$ cat src/rtl/access_pkg.sv
`default_nettype none
package access_pkg;
  localparam int unsigned CNT_W = 34;
  typedef logic [CNT_W-1:0] cnt_t;

  // Clock rate and times, in their own units
  localparam longint unsigned CLK_HZ       = 64'h0000_0000_0098_9680; // 10 MHz
  localparam longint unsigned SETUP_TO_S   = 64'h0000_0000_0000_000F; // 15 s
  localparam longint unsigned GAP_S        = 64'h0000_0000_0000_0002; // 2 s
  localparam longint unsigned IND_S        = 64'h0000_0000_0000_0001; // 1 s
  localparam longint unsigned LOCK_LONG_S  = 64'h0000_0000_0000_0384; // 15 min
  localparam longint unsigned LOCK_SHORT_S = 64'h0000_0000_0000_001E; // 30 s
  localparam longint unsigned FLASH_MS     = 64'h0000_0000_0000_00FA; // 250 ms half period
  localparam longint unsigned REPLY_US     = 64'h0000_0000_0000_0064; // 100 us
  localparam longint unsigned MS_PER_S     = 64'h0000_0000_0000_03E8;
  localparam longint unsigned US_PER_S     = 64'h0000_0000_000F_4240;

  // Cycle counts
  localparam cnt_t SETUP_CYC      = cnt_t'(SETUP_TO_S * CLK_HZ);
  localparam cnt_t GAP_CYC        = cnt_t'(GAP_S * CLK_HZ);
  localparam cnt_t IND_CYC        = cnt_t'(IND_S * CLK_HZ);
  localparam cnt_t LOCK_LONG_CYC  = cnt_t'(LOCK_LONG_S * CLK_HZ);
  localparam cnt_t LOCK_SHORT_CYC = cnt_t'(LOCK_SHORT_S * CLK_HZ);
  localparam cnt_t FLASH_CYC      = cnt_t'(FLASH_MS * CLK_HZ / MS_PER_S);
  localparam cnt_t REPLY_CYC      = cnt_t'(REPLY_US * CLK_HZ / US_PER_S);
  localparam cnt_t CNT_ONE        = 34'h0_0000_0001;
  localparam cnt_t CNT_ZERO       = 34'h0_0000_0000;

  // Entry handling
  localparam int unsigned DATA_W  = 8;
  localparam int unsigned IDX_W   = 3;
  localparam int unsigned CODE_W  = 12;
  localparam int unsigned SYNC_W  = 11;
  localparam logic [1:0]  LAST_ENTRY = 2'h3;

  // Register map
  localparam logic [11:0] CTRL_ADDR       = 12'h000;
  localparam logic [11:0] STATUS_ADDR     = 12'h004;
  localparam logic [31:0] CTRL_RESET      = 32'h0000_0000;
  localparam int unsigned CTRL_SHORT_BIT  = 0;
  localparam int unsigned ST_STORED_BIT   = 0;
  localparam int unsigned ST_UNLOCK_BIT   = 1;
  localparam int unsigned ST_SETUP_BIT    = 2;
  localparam int unsigned ST_KEY_BIT      = 3;

  typedef enum logic [0:0] {
    SETUP_IDLE = 1'b0,
    SETUP_RUN  = 1'b1
  } setup_state_t;

  typedef enum logic [1:0] {
    KEY_WAIT    = 2'b00,
    KEY_REPLY   = 2'b01,
    KEY_CONFIRM = 2'b10
  } key_state_t;

  function automatic logic [IDX_W-1:0] low_index(input logic [DATA_W-1:0] v);
    logic [IDX_W-1:0] r;
    r = 3'h0;
    for (int i = DATA_W - 1; i >= 0; i--) begin
      if (v[i]) begin
        r = IDX_W'(i);
      end
    end
    return r;
  endfunction
endpackage
`default_nettype wire

$ cat src/rtl/input_sync.sv
`timescale 1ns/100ps
`default_nettype none
module input_sync import access_pkg::*; (
  // Clock and reset
  input  wire logic              clk,
  input  wire logic              rst_n,
  // Pins and filtered levels
  input  wire logic [SYNC_W-1:0] raw,
  output logic      [SYNC_W-1:0] stable
);
  logic [SYNC_W-1:0] s1_reg;
  logic [SYNC_W-1:0] s2_reg;
  logic [SYNC_W-1:0] s3_reg;
  logic [SYNC_W-1:0] agree;

  assign agree = s2_reg ~^ s3_reg;

  always_ff @(posedge clk or negedge rst_n) begin
    if (!rst_n) begin
      s1_reg <= 11'h000;
      s2_reg <= 11'h000;
      s3_reg <= 11'h000;
    end else begin
      s1_reg <= raw;
      s2_reg <= s1_reg;
      s3_reg <= s2_reg;
    end
  end

  // A bit moves only once two stages agree, which also rejects one-cycle glitches
  always_ff @(posedge clk or negedge rst_n) begin
    if (!rst_n) begin
      stable <= 11'h000;
    end else begin
      stable <= (agree & s2_reg) | (~agree & stable);
    end
  end
endmodule
`default_nettype wire

$ cat src/rtl/pin_access_top.sv
`timescale 1ns/100ps
`default_nettype none
module pin_access_top import access_pkg::*; #(
  parameter cnt_t SETUP_CYCLES      = SETUP_CYC,
  parameter cnt_t GAP_CYCLES        = GAP_CYC,
  parameter cnt_t IND_CYCLES        = IND_CYC,
  parameter cnt_t LOCK_LONG_CYCLES  = LOCK_LONG_CYC,
  parameter cnt_t LOCK_SHORT_CYCLES = LOCK_SHORT_CYC,
  parameter cnt_t FLASH_CYCLES      = FLASH_CYC
) (
  // Clock and reset
  input  wire logic              CLOCK,
  input  wire logic              RSTN,
  // APB slave
  input  wire logic              PSEL,
  input  wire logic              PENABLE,
  input  wire logic              PWRITE,
  input  wire logic [11:0]       PADDR,
  input  wire logic [31:0]       PWDATA,
  output logic      [31:0]       PRDATA,
  output logic                   PREADY,
  output logic                   PSLVERR,
  // User side
  input  wire logic [DATA_W-1:0] DATA_LINES,
  input  wire logic              SETUP_BUTTON,
  input  wire logic              SEND,
  output logic                   STATUS_INDICATOR,
  output logic                   TX_ENABLE,
  // Key link
  input  wire logic              KEY_SERIAL_IN,
  output logic                   ENC_SERIAL_OUT
);
  logic [SYNC_W-1:0] lvl;
  logic [SYNC_W-1:0] lvl_prev_reg;
  logic [DATA_W-1:0] data_falls;
  logic              data_fall;
  logic [IDX_W-1:0]  idx;
  logic              setup_fall;
  logic              key_fall;
  logic              send_s;
  logic              send_rise;
  setup_state_t      setup_reg;
  key_state_t        key_reg;
  cnt_t              stimer_reg;
  cnt_t              flash_reg;
  cnt_t              gap_reg;
  cnt_t              idle_reg;
  cnt_t              key_cnt_reg;
  cnt_t              ind_cnt_reg;
  cnt_t              lock_limit;
  logic [1:0]        ecnt_reg;
  logic [CODE_W-1:0] entry_reg;
  logic [CODE_W-1:0] entry_next;
  logic [CODE_W-1:0] pin_reg;
  logic              stored_reg;
  logic              unlocked_reg;
  logic              key_erase;
  logic              key_ok;
  logic              activity;
  logic [31:0]       ctrl_reg;
  logic              apb_acc;

  input_sync u_sync (
    .clk    (CLOCK),
    .rst_n  (RSTN),
    .raw    ({KEY_SERIAL_IN, SEND, SETUP_BUTTON, DATA_LINES}),
    .stable (lvl)
  );

  always_ff @(posedge CLOCK or negedge RSTN) begin
    if (!RSTN) begin
      lvl_prev_reg <= 11'h000;
    end else begin
      lvl_prev_reg <= lvl;
    end
  end

  // A pulse counts at its falling edge, i.e. after high then low
  assign data_falls = lvl_prev_reg[DATA_W-1:0] & ~lvl[DATA_W-1:0];
  assign data_fall  = |data_falls;
  assign idx        = low_index(data_falls);
  assign setup_fall = lvl_prev_reg[8] & ~lvl[8];
  assign send_s     = lvl[9];
  assign send_rise  = lvl[9] & ~lvl_prev_reg[9];
  assign key_fall   = lvl_prev_reg[10] & ~lvl[10];
  assign entry_next = {entry_reg[CODE_W-IDX_W-1:0], idx};
  assign key_erase  = (key_reg == KEY_WAIT) && key_fall;
  assign key_ok     = (key_reg == KEY_CONFIRM) && key_fall;
  assign activity   = send_s | data_fall;
  assign lock_limit = ctrl_reg[CTRL_SHORT_BIT] ? LOCK_SHORT_CYCLES : LOCK_LONG_CYCLES;
  assign apb_acc    = PSEL & PENABLE & ~PREADY;

  // Setup mode and the shared entry shifter
  always_ff @(posedge CLOCK or negedge RSTN) begin
    if (!RSTN) begin
      setup_reg  <= SETUP_IDLE;
      stimer_reg <= CNT_ZERO;
      flash_reg  <= CNT_ZERO;
      ecnt_reg   <= 2'h0;
      entry_reg  <= 12'h000;
      pin_reg    <= 12'h000;
      stored_reg <= 1'b0;
    end else begin
      case (setup_reg)
        SETUP_IDLE: begin
          if (setup_fall) begin
            setup_reg  <= SETUP_RUN;
            stimer_reg <= CNT_ZERO;
            flash_reg  <= CNT_ZERO;
            ecnt_reg   <= 2'h0;
          end else if (stored_reg && !unlocked_reg && data_fall) begin
            entry_reg <= entry_next;
            ecnt_reg  <= ecnt_reg + 2'h1;
          end else if (ecnt_reg != 2'h0 && gap_reg == GAP_CYCLES - CNT_ONE) begin
            ecnt_reg <= 2'h0;
          end
        end
        SETUP_RUN: begin
          stimer_reg <= stimer_reg + CNT_ONE;
          flash_reg  <= (flash_reg == FLASH_CYCLES - CNT_ONE) ? CNT_ZERO : flash_reg + CNT_ONE;
          if (data_fall) begin
            entry_reg <= entry_next;
            ecnt_reg  <= ecnt_reg + 2'h1;
            if (ecnt_reg == LAST_ENTRY) begin
              pin_reg    <= entry_next;
              stored_reg <= 1'b1;
              setup_reg  <= SETUP_IDLE;
            end
          end else if (setup_fall || stimer_reg == SETUP_CYCLES - CNT_ONE) begin
            setup_reg <= SETUP_IDLE;
            ecnt_reg  <= 2'h0;
          end
        end
        default: begin
          setup_reg <= SETUP_IDLE;
        end
      endcase
      // Erasure is applied last so a key arriving with the fourth setup entry wins over the store
      if (key_erase) begin
        stored_reg <= 1'b0;
      end
    end
  end

  // Unlock, gap and inactivity timing
  always_ff @(posedge CLOCK or negedge RSTN) begin
    if (!RSTN) begin
      unlocked_reg <= 1'b0;
      gap_reg      <= CNT_ZERO;
      idle_reg     <= CNT_ZERO;
    end else begin
      gap_reg  <= data_fall ? CNT_ZERO : gap_reg + CNT_ONE;
      idle_reg <= (activity || !unlocked_reg) ? CNT_ZERO : idle_reg + CNT_ONE;
      if (key_erase) begin
        unlocked_reg <= 1'b0;
      end else if (setup_reg == SETUP_IDLE && !setup_fall && stored_reg && !unlocked_reg && data_fall
                   && ecnt_reg == LAST_ENTRY) begin
        unlocked_reg <= (entry_next == pin_reg);
      end else if (unlocked_reg && !activity && idle_reg == lock_limit - CNT_ONE) begin
        unlocked_reg <= 1'b0;
      end
    end
  end

  // A transmission needs a fresh rise of send, so entry presses cannot start one
  always_ff @(posedge CLOCK or negedge RSTN) begin
    if (!RSTN) begin
      TX_ENABLE <= 1'b0;
    end else begin
      TX_ENABLE <= send_s && setup_reg == SETUP_IDLE && (!stored_reg || unlocked_reg)
                   && (TX_ENABLE || send_rise);
    end
  end

  // Key exchange: key frame end, reply burst, final confirmation
  always_ff @(posedge CLOCK or negedge RSTN) begin
    if (!RSTN) begin
      key_reg        <= KEY_WAIT;
      key_cnt_reg    <= CNT_ZERO;
      ENC_SERIAL_OUT <= 1'b0;
    end else begin
      case (key_reg)
        KEY_WAIT: begin
          if (key_fall) begin
            key_reg        <= KEY_REPLY;
            key_cnt_reg    <= CNT_ZERO;
            ENC_SERIAL_OUT <= 1'b1;
          end
        end
        KEY_REPLY: begin
          key_cnt_reg <= key_cnt_reg + CNT_ONE;
          if (key_cnt_reg == REPLY_CYC - CNT_ONE) begin
            key_reg        <= KEY_CONFIRM;
            key_cnt_reg    <= CNT_ZERO;
            ENC_SERIAL_OUT <= 1'b0;
          end
        end
        KEY_CONFIRM: begin
          key_cnt_reg <= key_cnt_reg + CNT_ONE;
          // Give up after one indicator period so a lost confirmation cannot hang the link
          if (key_fall || key_cnt_reg == IND_CYCLES - CNT_ONE) begin
            key_reg <= KEY_WAIT;
          end
        end
        default: begin
          key_reg <= KEY_WAIT;
        end
      endcase
    end
  end

  always_ff @(posedge CLOCK or negedge RSTN) begin
    if (!RSTN) begin
      ind_cnt_reg      <= CNT_ZERO;
      STATUS_INDICATOR <= 1'b0;
    end else begin
      if (key_ok) begin
        ind_cnt_reg      <= IND_CYCLES - CNT_ONE;
        STATUS_INDICATOR <= 1'b1;
      end else if (ind_cnt_reg != CNT_ZERO) begin
        ind_cnt_reg      <= ind_cnt_reg - CNT_ONE;
        STATUS_INDICATOR <= 1'b1;
      end else if (setup_reg == SETUP_RUN) begin
        if (flash_reg == FLASH_CYCLES - CNT_ONE) begin
          STATUS_INDICATOR <= ~STATUS_INDICATOR;
        end
      end else begin
        STATUS_INDICATOR <= 1'b0;
      end
    end
  end

  // APB: one wait state, read data and error registered with pready
  always_ff @(posedge CLOCK or negedge RSTN) begin
    if (!RSTN) begin
      PREADY   <= 1'b0;
      PSLVERR  <= 1'b0;
      PRDATA   <= 32'h0000_0000;
      ctrl_reg <= CTRL_RESET;
    end else begin
      PREADY  <= apb_acc;
      PSLVERR <= 1'b0;
      PRDATA  <= 32'h0000_0000;
      if (apb_acc) begin
        if (PADDR == CTRL_ADDR) begin
          PRDATA <= {31'h0000_0000, ctrl_reg[CTRL_SHORT_BIT]};
        end else if (PADDR == STATUS_ADDR) begin
          PRDATA <= {28'h000_0000, key_reg != KEY_WAIT, setup_reg == SETUP_RUN, unlocked_reg, stored_reg};
        end else begin
          PSLVERR <= 1'b1;
        end
      end
      if (PSEL && PENABLE && PREADY && PWRITE && PADDR == CTRL_ADDR) begin
        ctrl_reg <= {31'h0000_0000, PWDATA[CTRL_SHORT_BIT]};
      end
    end
  end
endmodule
`default_nettype wire

$ cat config.mk
export PLATFORM = sky130hd
export DESIGN_NAME = pin_access_top
export DESIGN_NICKNAME = d
export VERILOG_FILES = /design/src/rtl/access_pkg.sv /design/src/rtl/input_sync.sv /design/src/rtl/pin_access_top.sv
export SDC_FILE = /design/constraint.sdc
export NUM_CORES = 1
export LEC_CHECK = 0
export ABC_AREA = 1
export BUFFER_PORTS_ARGS = -buffer_cell sky130_fd_sc_hd__buf_2
export CAP_MARGIN = 20
export CORE_ASPECT_RATIO = 1.1
export CORE_MARGIN = 4
export CORE_UTILIZATION = 60
export DETAILED_ROUTE_END_ITERATION = 7
export MAX_ROUTING_LAYER = met4
export PLACE_DENSITY_LB_ADDON = 0.2
export RECOVER_POWER = 100
export SLEW_MARGIN = 15
export SYNTH_ARGS = -nofsm -noshare
export SYNTH_HDL_FRONTEND = slang
export SYNTH_SLANG_ARGS = --single-unit
$ cat constraint.sdc
create_clock -name CLOCK -period 2.05 [get_ports CLOCK]
set_input_delay 0.205 -clock CLOCK [delete_from_list [all_inputs] [get_ports CLOCK]]
set_output_delay 0.205 -clock CLOCK [all_outputs]
set_load 0.03 [all_outputs]
# Word-level counts from Yosys, hierarchy flattened
# Cells that the tools add are included.
[word_totals] n_memories=0 regBits=325 in_bits=60 mem_bits_ro=0 latch_bits=0 ram_bits=0 output_inout_bits=37
[classes] n_eq_ne=21 muxes=59 n_bitwise=19 reduce_logical=48 magnitude_cmp=0 div_mod_pow=0 multipliers=0 shifts=0 addsub=8
[ops] cell="$mux W34" count=9
[ops] cell="$add A34 B1 Y34 const B" count=5
[ops] cell="$pmux W34 S2" count=2
[ops] cell="$pmux W34 S3" count=1
[ops] cell="$sub A34 B1 Y34 const B" count=2
[ops] cell="$eq A34 B10 Y1 const B" count=1
[ops] cell="$eq A34 B22 Y1 const B" count=1
[ops] cell="$eq A34 B24 Y1 const B" count=1
[ops] cell="$eq A34 B25 Y1 const B" count=1
[ops] cell="$eq A34 B28 Y1 const B" count=1
[ops] cell="$eq A34 B34 Y1" count=1
[ops] cell="$reduce_bool A34 Y1" count=1
[ops] cell="$mux W9" count=3
[ops] cell="$mux W3" count=8
[ops] cell="$and A11 B11 Y11" count=2
[ops] cell="$mux W1" count=20
[ops] cell="$logic_and A1 B1 Y1" count=19
[ops] cell="$pmux W9 S2" count=1
[ops] cell="$mux W2" count=8
[ops] cell="$reduce_and A3 Y1" count=5
[ops] cell="$reduce_bool A2 Y1" count=7
[ops] cell="$eq A12 B12 Y1" count=1
[ops] cell="$eq A12 B3 Y1 const B" count=1
[ops] cell="$logic_not A12 Y1" count=1
[ops] cell="other kinds (26)" count=53

# Logic depth before layout (Yosys ltp)
# Gate-level depths: netlist of the first run.
[logic_depth] ltp_word=13 mapped_depth=13

# By module
# From an unflattened synthesis of the first run, not the netlist that was laid out.
[unflattened] cells_unflattened=2073 hier_area_um2=15982.8
[by_module_without_submodules] mod="pin_access_top" area_each_um2=14702.9 cells_per_inst=1985 instances=1 seq_area_each_um2=6331.1
[by_module_without_submodules] mod="input_sync" area_each_um2=1280.0 cells_per_inst=88 instances=1 seq_area_each_um2=1101.1

# Worst setup path after synthesis of the first run
# OpenSTA, ideal clock, no wires.
[synth_timing] kind="register -> register" startpoint="register key_reg[0]" endpoint="register key_cnt_reg[25]" t_arrival_ns=1.607 setup_time_ns=0.117 setup_slack_ns=0.326 period_less_slack_ns=1.724 path_buffers=1 stages_incl_launch_ff=12 path_cell_list="dfrtp_1 > inv_1 > ha_1 > inv_1 > nor2_1 > nor2_1 > buf_4 > nand3_4 > nor3_4 > nand3_1 > nor2_1 > nor2_1"
[synth_via] elab_chain_cells=3 elab_cells_between_ends=7
[synth_lines] item="start: declaration" line="pin_access_top.sv:43" text="key_state_t key_reg;"
[synth_lines] item="start signal: assignment" line="pin_access_top.sv:178" text="key_reg <= KEY_WAIT;"
[synth_lines] item="start signal: assignment" line="pin_access_top.sv:185" text="key_reg <= KEY_REPLY;"
[synth_lines] item="start signal: assignment" line="pin_access_top.sv:193" text="key_reg <= KEY_CONFIRM;"
[synth_lines] item="$eq A2 B2 Y1 (tied with other cells)" line="pin_access_top.sv:182" text="case (key_reg)"
[synth_lines] item="$reduce_bool A3 Y1 (no source line) or $ne A2 B2 Y1 (tied branches)"
[synth_lines] item="$reduce_and A2 Y1 (no source line)"
[synth_lines] item="end signal: assignment" line="pin_access_top.sv:191" text="key_cnt_reg <= key_cnt_reg + CNT_ONE;"
[synth_lines] item="end signal: assignment" line="pin_access_top.sv:199" text="key_cnt_reg <= key_cnt_reg + CNT_ONE;"
[synth_lines] item="end: declaration" line="pin_access_top.sv:48" text="cnt_t key_cnt_reg;"
# Parallel ways exist; a longest one is shown, timed or not.
# A chain may end at the register's enable or synchronous reset.

# Worst setup path in the final report of the first run
[layout_timing] startpoint="input port PENABLE" endpoint="register PSLVERR"
[layout_via] elab_chain_cells=3
[layout_lines] item="start: declaration" line="pin_access_top.sv:16" text="input wire logic PENABLE,"
[layout_lines] item="$and A1 B1 Y1 (2 in a row)" line="pin_access_top.sv:91" text="assign apb_acc = PSEL & PENABLE & ~PREADY;"
[layout_lines] item="net apb_acc" line="pin_access_top.sv:61" text="logic apb_acc;"
[layout_lines] item="$mux W1" line="pin_access_top.sv:244" text="if (apb_acc) begin"
[layout_lines] item="end signal: assignment" line="pin_access_top.sv:237" text="PSLVERR <= 1'b0;"
[layout_lines] item="end signal: assignment" line="pin_access_top.sv:242" text="PSLVERR <= 1'b0;"
[layout_lines] item="end signal: assignment" line="pin_access_top.sv:250" text="PSLVERR <= 1'b1;"
[layout_lines] item="end: declaration" line="pin_access_top.sv:22" text="output logic PSLVERR,"
# The timed path passes the listed nets, and every way through them passes these cells.

==> metrics.csv, run 1 <==
stage;metric;value;unit
worst_setup_path;critical_path_class;input pin to flip-flop;
timing;fin_crit_sh;0.957;
cells_and_area;final_area;18100;um2
worst_setup_path;crit_chain;dlygate4sd3_1 -> buf_2 -> nand2_1 -> dlygate4sd3_1 -> nor2_2 -> nand2_1 -> a31oi_1 -> dlygate4sd3_1;
global_route;grt_pass1_vias;13499;
logic_synthesis;yosysWarningCount;0;
global_route;grt_max_degree;63;
logic_synthesis;synth_top_cell_area_share;0.469;
die;fp.dieH;178;um
drt;drt_iter0_markers;959;
logic_synthesis;netlist_area;15800;um2
timing;setup_violations;0;
timing;fin_ws;87.4;ps
worst_setup_path;start_kind;input pin;
worst_setup_path;critPathCaptureType;flip-flop;
logic_synthesis;synth_common_cells;nand2_1, dfrtp_1, nor2_1;
pwr;peakVddDrop;0.856;mV
placed_design;pre_cts_ws;0.358;ps
cells_and_area;fin_nets;2207;
die;die_area;29100;um2
worst_setup_path;cp.required;2560;ps
timing;slew_headroom;-0.0209;
pwr;p_leak;8.03;nW
logic_synthesis;synth_edf_count;0;
drt;first_pass_iters;5;
logic_synthesis;synth_seq_area_share;0.469;
drt;drc;0;
die;ioPinCount;97;
cells_and_area;antenna_cells;0;
cells_and_area;area_growth_syn_to_layout;14.3;%
placed_design;place.port_buffers;37;
drt;routed_via_density;5.42;
drt;drt-total-wl;36.8;mm
logic_synthesis;yosys-top-cells-area;dfrtp_1, nand2_1, nor2_1, inv_1, nand3_1;
logic_synthesis;async_flop_share;1.00;
die;rows;62;
global_route;overflow;0;
drt;wl_per_cell;14.7;um
global_route;track_usage;0.263;
timing;finalSetupTns;0;ps
logic_synthesis;yosysMostFrequentCell;nand2_1;
status;outcome;finished, violations left;
cts;cts_tree;done;
pwr;powerDensity;921;nW/um2
drt;ant_nets;0;
cells_and_area;stdcell_count;2511;
timing;hold_viol_final;0;
cts;cts_root_buffer;clkbuf_16;
placed_design;gp_congestion;0.941;
worst_setup_path;crit_buf_inv;4;
cts;clockBufferDepth;3;
cells_and_area;drive_gt1_frac;0.124;
worst_setup_path;max_stage_delay;570;ps
worst_setup_path;arrival;2470;ps
timing;grt_setup_unrepaired;true;
worst_setup_path;slowest_stage;dlygate4sd3_1;
cts;cts_buffers;31;
worst_setup_path;crit_path_max_fanout;4;
timing;fin_skew;22.3;ps
cts;worstSkewPairLatency;570;ps
die;die_w;163;um
hold_path;hold_path_class;input pin to flip-flop;
logic_synthesis;syn_inst;2014;
run;cap_violations;1;
cts;path_clk_slew;70;ps
global_route;grt_pass1_wl;62.4;mm
drt;vias;13618;
logic_synthesis;ys_seq_elements;297;
cts;clock_sinks;297;
timing;slew_viol_final;55;
logic_synthesis;avgSynthCellArea;7.87;um2
timing;whs;28.2;ps
timing;layout_min_cycle_time;1960;ps
logic_synthesis;ys_types;53;
die;start_util;0.608;
global_route;antenna_found_initial;0;
logic_synthesis;synthFlopType;dfrtp_1;
placed_design;place_hpwl;26.1;mm
die;core-area;26100;um2
status;violations;max-capacitance violations, max-slew violations;
worst_setup_path;path_delay_family;buffers and inverters;
timing;worst_slew_pin_slew;1530;ps
worst_setup_path;cp_common_cell;dlygate4sd3_1;
placed_design;placed_cell_area;16600;um2
timing;timing.fmax;510;MHz
logic_synthesis;synth_top_cell_by_area;dfrtp_1;
placed_design;place_inst;2414;
cts;htreeDepth;1;
## metrics by stage
| step | utilization | power, W |
|---|---|---|
| after floorplan | - | 0.00978 |
| after global placement | 0.637 | 0.0108 |
| after detailed placement | 0.637 | 0.0109 |
| after CTS | 0.684 | 0.0167 |
| after global routing | 0.694 | 0.0176 |
| final | 0.694 | 0.0167 |
## power breakdown
part,switching [W],internal [W],total (W)
sequential,0.000610,0.00656,0.00717
clock,0.00233,0.00327,0.00560
combinational,0.00248,0.00143,0.00390
total,0.00542,0.0113,0.0167
## cells in the final DEF (no fill, tap or decap), drive strengths merged, types with 4 or more instances in the layout
| cell type | count |
|---|---|
| o21ai | 119 |
| nand3 | 148 |
| inv | 264 |
| nor2 | 314 |
| nand4 | 68 |
| maj3 | 11 |
| xor2 | 48 |
| a21oi | 52 |
| a31oi | 12 |
| o22ai | 12 |
| xnor2 | 22 |
| conb | 28 |
| nand3b | 4 |
| nand2 | 421 |
| dlygate4sd3 | 21 |
| clkinv | 11 |
| nor3b | 4 |
| nor4 | 23 |
| clkbuf | 44 |
| o21a | 5 |
| or2 | 9 |
| ha | 12 |
| dfrtp | 297 |
| mux2 | 5 |
| buf | 91 |
| nor3 | 93 |
## layout make-up
class                           instances  area [um2]
Timing Repair Buffer                  114         870
Clock buffer                           42         887
Fill cell                            2155        7960
Tap cell                              352         440
Multi-Input combinational cell       1427        7340
Sequential cell                       297        7430
Inverter                              264         991
Clock inverter                         15         138
## routing by layer
layer	part of all wire	up-vias	global-route usage
met5	0	-	-
met4	0.027	0	0.0856
met3	0.047	82	0.0347
met2	0.49	333	0.438
met1	0.44	6450	0.338
li1	-	6753	-
## final timing paths
kind | endpoint | start | depth (start not counted) | slack [ps]
max | PSLVERR | PENABLE | 8 | 90
min | ctrl_reg[0] | PWRITE | 4 | 30
max reg2reg | key_cnt_reg[17] | key_reg[0] | 11 | 90
min reg2reg | u_sync.s2_reg[0] | u_sync.s1_reg[0] | 0 | 350
max in group asynchronous | gap_reg[21] | RSTN | 3 | 350
min in group asynchronous | idle_reg[33] | RSTN | 2 | 530
## worst reg2reg max path: cells and delay by family, from the launching register on
kind,cells,cell delay (ps)
xor gates and xnor gates,1,110
DFF,1,420
and+or+nand+nor,5,660
buffers and inverters,4,460
adders and majority gates,1,190
## logic make-up (layout without fill, tap and decap cells)
group                    Yosys count  in the layout  share of synthesized area
other                              1             28                   0.000237
XOR/XNOR                          70             70                     0.0387
buffers and inverters            317            435                     0.0832
adder cells (fa/ha/maj)           23             23                     0.0164
AND/OR/NAND/NOR                 1086           1086                      0.314
AO/OA/AOI/OAI                    213            213                     0.0730
multiplexers                       7              7                    0.00482
flip-flops                       297            297                      0.469
## repair_timing
action | in CTS | in global routing
hold buffers | 21 | 0
endpoints found under the setup margin | 3 | 74
gates resized for setup | 1 | 38
setup buffers | 0 | 19
hold endpoints to repair | 217 | 0
gates cloned | 0 | 0
pin swaps | 0 | 13
Power figures use the tool's default switching activity.
==> run 2: changes to the inputs <==
- CELL_PAD_IN_SITES_DETAIL_PLACEMENT: unset -> 1
- CELL_PAD_IN_SITES_GLOBAL_PLACEMENT: unset -> 2
- CORE_UTILIZATION: 60 -> 33
- clock period: 2.05 -> 1.7 ns (I/O delays scaled with it)
==> run 2 against run 1 <==
The flow finishes with violations (negative setup slack). Clock skew fell by 4.6 ps. Clock power increased by 51%. Sequential power is 21% higher. Die area grew 77%. Routed wire length rose by 45%. Total power rose by 50%. Sequential share of layout area fell by 9.3 points. Largest cell class is now multi-input combinational cells. Largest power group unchanged.
==> metrics.csv, run 2 (synthesis results as in run 1) <==
stage;metric;value;unit;change
cts;cts_tree;done;;
timing;slew_headroom;0.393;;+0.414
timing;fin_ws;-164;ps;-252 ps
global_route;antenna_found_initial;1;;+1
drt;routed_via_density;4.85;;-11%
pwr;p_leak;10.3;nW;+28%
global_route;track_usage;0.201;;-0.0624
cells_and_area;fin_util;0.498;;-0.196
timing;slew_viol_final;0;;-100%
pwr;peakVddDrop;0.883;mV;+3.2%
die;ioPinCount;97;;unchanged
worst_setup_path;slowest_stage;dfrtp_1;;
pwr;total_power;0.0249;W;+50%
cells_and_area;area_growth_syn_to_layout;48.0;%;
worst_setup_path;critPathCaptureType;flip-flop;;
drt;vias;15332;;+13%
timing;layout_min_cycle_time;1860;ps;
die;core-area;47000;um2;+80%
worst_setup_path;crit_chain;buf_6 -> ha_4 -> nand3_4 -> nor2_4 -> buf_6 -> nand4_1 -> nor3b_2 -> buf_6 -> nand3_2 -> nand2_1 -> nand2_1 -> nor2_1;;
hold_path;hold-path-endpoint;PRDATA[1];;
cts;htreeDepth;2;;+1
worst_setup_path;max_stage_delay;360;ps;-210 ps
cts;cts_root_buffer;clkbuf_16;;
drt;wl_per_cell;16.9;um;+15%
worst_setup_path;cp_common_cell;buf_6;;
cells_and_area;final_area;23400;um2;+30%
placed_design;place.port_buffers;37;;unchanged
timing;worst_slew_pin_slew;910;ps;-621 ps
placed_design;place_hpwl;35.6;mm;+36%
run;cap_violations;0;;-1
global_route;grt_pass1_vias;16115;;+19%
worst_setup_path;arrival;2340;ps;-130 ps
worst_setup_path;path_delay_family;simple AND/OR/NAND/NOR gates;;
cts;cts_buffers;37;;+19%
die;die_area;51600;um2;+77%
worst_setup_path;start_kind;flip-flop;;
worst_setup_path;timing.rr.end;idle_reg[30];;
die;fp.dieH;238;um;+33%
timing;setup_violations;103;;+103
drt;drt_iter0_markers;574;;-40%
worst_setup_path;rrSetupSlack;-160;ps;-250 ps
cells_and_area;multi_input_area;9080;um2;+24%
cts;clock_sinks;297;;unchanged
worst_setup_path;reg2regPathDepth;12;;+1
placed_design;place_inst;2958;;+23%
worst_setup_path;crit_buf_inv;3;;-1
die;rows;83;;+34%
pwr;powerDensity;1060;nW/um2;+16%
hold_path;hold_start;PADDR[7];;
cells_and_area;fillers;5500;;+160%
cells_and_area;final_common_cell;nand2_1;;
cts;path_clk_slew;60;ps;about the same
cts;worstSkewPairLatency;560;ps;about the same
worst_setup_path;cp.required;2180;ps;-380 ps
cts;clockBufferDepth;3;;unchanged
status;violations;negative setup slack;;
worst_setup_path;critical_path_class;flip-flop to flip-flop;;
global_route;grt_pass1_wl;83.1;mm;+33%
cells_and_area;fin_nets;2564;;+16%
status;outcome;finished, violations left;;
worst_setup_path;crit_path_max_fanout;6;;+2
timing;fin_skew;17.7;ps;-4.59 ps
drt;drc;0;;unchanged
drt;ant_nets;0;;unchanged
die;start_util;0.337;;-0.271
timing;fin_crit_sh;1.10;;
global_route;overflow;0;;unchanged
timing;timing.fmax;536;MHz;
placed_design;placed_cell_area;18900;um2;+14%
die;die_w;217;um;+33%
hold_path;worst_hold_path.num_cells;5;;+1
worst_setup_path;r2r_start;idle_reg[0];;
timing;grt_setup_unrepaired;true;;
global_route;grt_max_degree;72;;+14%
drt;drt-total-wl;53.4;mm;+45%
cells_and_area;stdcell_count;3159;;+26%
cells_and_area;drive_gt1_frac;0.385;;+0.261
timing;hold_viol_final;0;;unchanged
placed_design;gp_congestion;0.855;;-9.2%
cells_and_area;ff_latch_area;7450;um2;+0.25%
hold_path;hold_path_class;input pin to flip-flop;;
cells_and_area;mostFrequentLayoutCells;nand2_1, buf_4, dfrtp_1;;
drt;first_pass_iters;7;;+2
-- run 2: cell types whose count changed in the layout (fill, tap and decap cells not counted), sizes merged, moves of 2 or more --
cell	delta
clkinvlp	+4
buf	+317
nand2	+2
clkinv	-3
clkbuf	+41
-- run 2: how the worst max path moves through the flow --
stage	from	end	slack, ps	cells after the start
finish	idle_reg[0]	idle_reg[30]	-160	12
global route	key_reg[0]	key_cnt_reg[33]	-270	12
CTS	ind_cnt_reg[1]	ind_cnt_reg[12]	-80	11
detailed placement	flip-flop	pin_reg[0]	-200	11
global placement	flip-flop	pin_reg[11]	-190	9
floorplan	key_reg[0]	key_cnt_reg[25]	6	11
-- run 2: layout make-up --
type / count / share of cell area
antenna: 1 / 0.000107
inverter: 264 / 0.0447
multi-input combinational: 1429 / 0.387
timing repair buffer: 462 / 0.161
clock inverter: 15 / 0.00720
clock buffer: 53 / 0.0477
sequential: 297 / 0.318
tap: 637 / 0.0340
timing repair inverter: 1 / 0.000374
-- run 2: metal layers --
layer,global-route usage,wire length (um),up-vias,share of wire
li1,-,-,7466,-
met4,0.0517,1120,0,0.021
met1,0.256,23600,7634,0.44
met3,0.0325,1450,71,0.027
met5,-,0,-,0
met2,0.335,27200,161,0.51
-- run 2: power by group --
group,switching [W],internal [W],total [W]
Combinational,0.00440,0.00345,0.00785
Sequential,0.000756,0.00792,0.00867
Clock,0.00337,0.00505,0.00843
Total,0.00853,0.0164,0.0249
-- run 2: through the flow --
| step | setup TNS [ps] | hold slack [ps] | setup WS, ps |
|---|---|---|---|
| after floorplan | 0 | -126 | 6.33 |
| after global placement | -7770 | 66.9 | -192 |
| after detailed placement | -13880 | 63.0 | -200 |
| after CTS | -1670 | 60.0 | -78.2 |
| after global routing | -24480 | 115 | -270 |
| final | -6260 | 107 | -164 |
-- run 2: tightest hold or removal path, cell delays in order --
cell and delay, ps:
buf_2 80, nor4_1 40, buf_4 130, nand3_1 130, nor3b_1 70
-- run 2: what timing repair did --
item / CTS / global route
endpoints found under the hold margin: 315 / 0
buffers inserted: 40 / 72
pin swaps: 39 / 156
gates resized for setup: 178 / 478
hold buffers: 22 / 0
endpoints found under the setup margin: 173 / 223
cloned: 3 / 4
==> run 3: changes to the inputs <==
- SKIP_CTS_REPAIR_TIMING: unset -> 1
==> run 3 against run 2 <==
The run ends with negative hold slack, negative setup slack left. Via count fell by 2.1%. Flip-flop and latch count did not move. Non-clock buffer count fell by 40. Setup slack improved by 9.7 ps. Sequential power barely moved. Cell count fell by 1.3%. Register-to-register slack barely moved. Utilization fell by 1.6 points. Sequential share of layout area rose by 1.0 points. Highest routed layer unchanged.
==> metrics.csv, run 3 (synthesis results as in run 1) <==
stage;metric;value;unit;change
status;outcome;finished, violations left;;
status;violations;negative hold slack, negative setup slack;;
cells_and_area;fin_util;0.482;;-0.0161
global_route;grt_use_met1;0.251;;-0.00478
global_route;grt_use_met2;0.316;;-0.0194
pwr;powerDensity;1080;nW/um2;+1.6%
pwr;power.switching;0.00825;W;-3.2%
die;rows;83;;unchanged
drt;routed_via_density;4.81;;-0.86%
timing;setup_violations;106;;+2.9%
global_route;grt_max_degree;72;;unchanged
global_route;overflow;0;;unchanged
drt;vias;15003;;-2.1%
run;cap_violations;0;;unchanged
drt;drt-total-wl;51.1;mm;-4.2%
cts;clockBufferDepth;3;;unchanged
timing;slew_viol_final;0;;unchanged
pwr;p_leak;10.1;nW;-2.3%
cts;cts_tree;done;;
timing;grt_setup_unrepaired;true;;
pwr;peakVddDrop;0.884;mV;about the same
worst_setup_path;critical_path_class;flip-flop to flip-flop;;
worst_setup_path;critPathCaptureType;flip-flop;;
pwr;pwr-share-seq;0.353;;+0.005
worst_setup_path;cp.required;2140;ps;-40 ps
timing;layout_min_cycle_time;1850;ps;-9.73 ps
global_route;grt.busiest_layer;met2;;
die;die_w;217;um;unchanged
global_route;track_usage;0.192;;-0.00832
timing;fin_ws;-154;ps;+9.73 ps
cts;htreeDepth;2;;unchanged
cells_and_area;final_common_cell;nand2_1;;
cts;worstSkewPairLatency;560;ps;about the same
drt;drt_iter0_markers;543;;-5.4%
pwr;combPwrFrac;0.306;;-0.009
global_route;grt_pass1_wl;79.8;mm;-4.1%
cts;cts_buffers;37;;unchanged
timing;timing.fmax;539;MHz;+0.52%
die;fp.dieH;238;um;unchanged
drt;drc;0;;unchanged
cts;path_clk_slew;60;ps;about the same
drt;ant_nets;0;;unchanged
worst_setup_path;crit_path_max_fanout;6;;unchanged
placed_design;place.port_buffers;37;;unchanged
placed_design;gp_congestion;0.855;;unchanged
pwr;p_clk_frac;0.342;;+0.004
pwr;total_power;0.0245;W;-1.6%
pwr;p_int;0.0163;W;-0.85%
timing;worst_slew_pin_slew;890;ps;-20.7 ps
global_route;antenna_found_initial;1;;unchanged
placed_design;place_hpwl;35.6;mm;unchanged
drt;first_pass_iters;5;;-2
die;ioPinCount;97;;unchanged
timing;fin_skew;16.2;ps;-1.45 ps
timing;fin_crit_sh;1.09;;-0.00572
timing;hold_viol_final;2;;+2
timing;whs;-26.1;ps;-133 ps
hold_path;hold_path_class;input pin to flip-flop;;
die;die_area;51600;um2;unchanged
worst_setup_path;arrival;2300;ps;-40 ps
die;core-area;47000;um2;unchanged
global_route;grt_pass1_vias;15430;;-4.3%
timing;slew_headroom;0.407;;+0.0138
worst_setup_path;start_kind;flip-flop;;
cells_and_area;drive_gt1_frac;0.358;;-0.0275
global_route;use_met3;0.0308;;-0.00166
cells_and_area;mostFrequentLayoutCells;nand2_1, buf_4, dfrtp_1;;
cts;cts_root_buffer;clkbuf_16;;
cts;clock_sinks;297;;unchanged
cells_and_area;area_growth_syn_to_layout;43.2;%;
drt;wl_per_cell;16.4;um;-3.0%
cells_and_area;fin_nets;2523;;-1.6%
die;start_util;0.337;;unchanged
pwr;sw_frac_of_total;0.336;;-0.00536
## run 3: changes by cell type in the layout (fill, tap and decap cells not counted), moves of 11 or more
cell      previous run  this run
buf_4              312       297
nor3_2              42        30
nor3_1              38        52
o21ai_0             51        62
clkbuf_1            20         7
## run 3: power groups by stage
stage	sequential [W]	combinational [W]	clock [W]
floorplan	0.00859	0.00321	0
finish	0.00865	0.00750	0.00838
CTS	0.00853	0.00608	0.00867
detailed placement	0.00864	0.00603	0
global placement	0.00859	0.00585	0
global route	0.00876	0.00824	0.00898
## run 3: metal layers
layer  up-vias  share of wire
li1       7390              -
met1      7424           0.46
met2       132           0.50
met3        57          0.026
met4         0          0.018
met5         -              0
## run 3: worst paths after layout
kind                       slack [ps]              from               end  depth (start not counted)
min                               -30            PWRITE       ctrl_reg[0]                          5
max in group asynchronous         250              RSTN        gap_reg[2]                          3
min in group asynchronous         280              RSTN       idle_reg[0]                          2
min reg2reg                       350  u_sync.s1_reg[7]  u_sync.s2_reg[7]                          0
max                              -150        key_reg[0]   key_cnt_reg[17]                         11
max reg2reg                      -150        key_reg[0]   key_cnt_reg[17]                         11
## run 3: final cells by class
| type | count | area [um2] |
|---|---|---|
| Inverter | 264 | 1030 |
| Clock buffer | 53 | 1120 |
| Tap cell | 637 | 797 |
| Timing Repair Buffer | 422 | 3400 |
| Clock inverter | 15 | 169 |
| Multi-Input combinational cell | 1429 | 8730 |
| Fill cell | 5529 | 24400 |
| Antenna cell | 1 | 2.50 |
| Sequential cell | 297 | 7440 |
## run 3: metrics by stage
step / std cells / instance area [um2] / worst slack, ps / TNS (ps)
final: 3118 / 22700 / -154 / -5500
after global routing: 3118 / 22700 / -259 / -20040
after CTS: 3026 / 20200 / -222 / -18480
after detailed placement: 2958 / 18900 / -200 / -13880
after global placement: 2958 / 18900 / -192 / -7770
after floorplan: 2041 / 15900 / 6.33 / 0
## run 3: worst max-delay path, cell delays in order (launching register included)
cell     delay (ps)
dfrtp_1         390
inv_2            70
ha_4            160
inv_2            60
nor2_2           50
nor2_2          130
buf_6           150
nand3_4          90
nor3_4          300
buf_4           170
xnor2_2         100
nor2_1           50
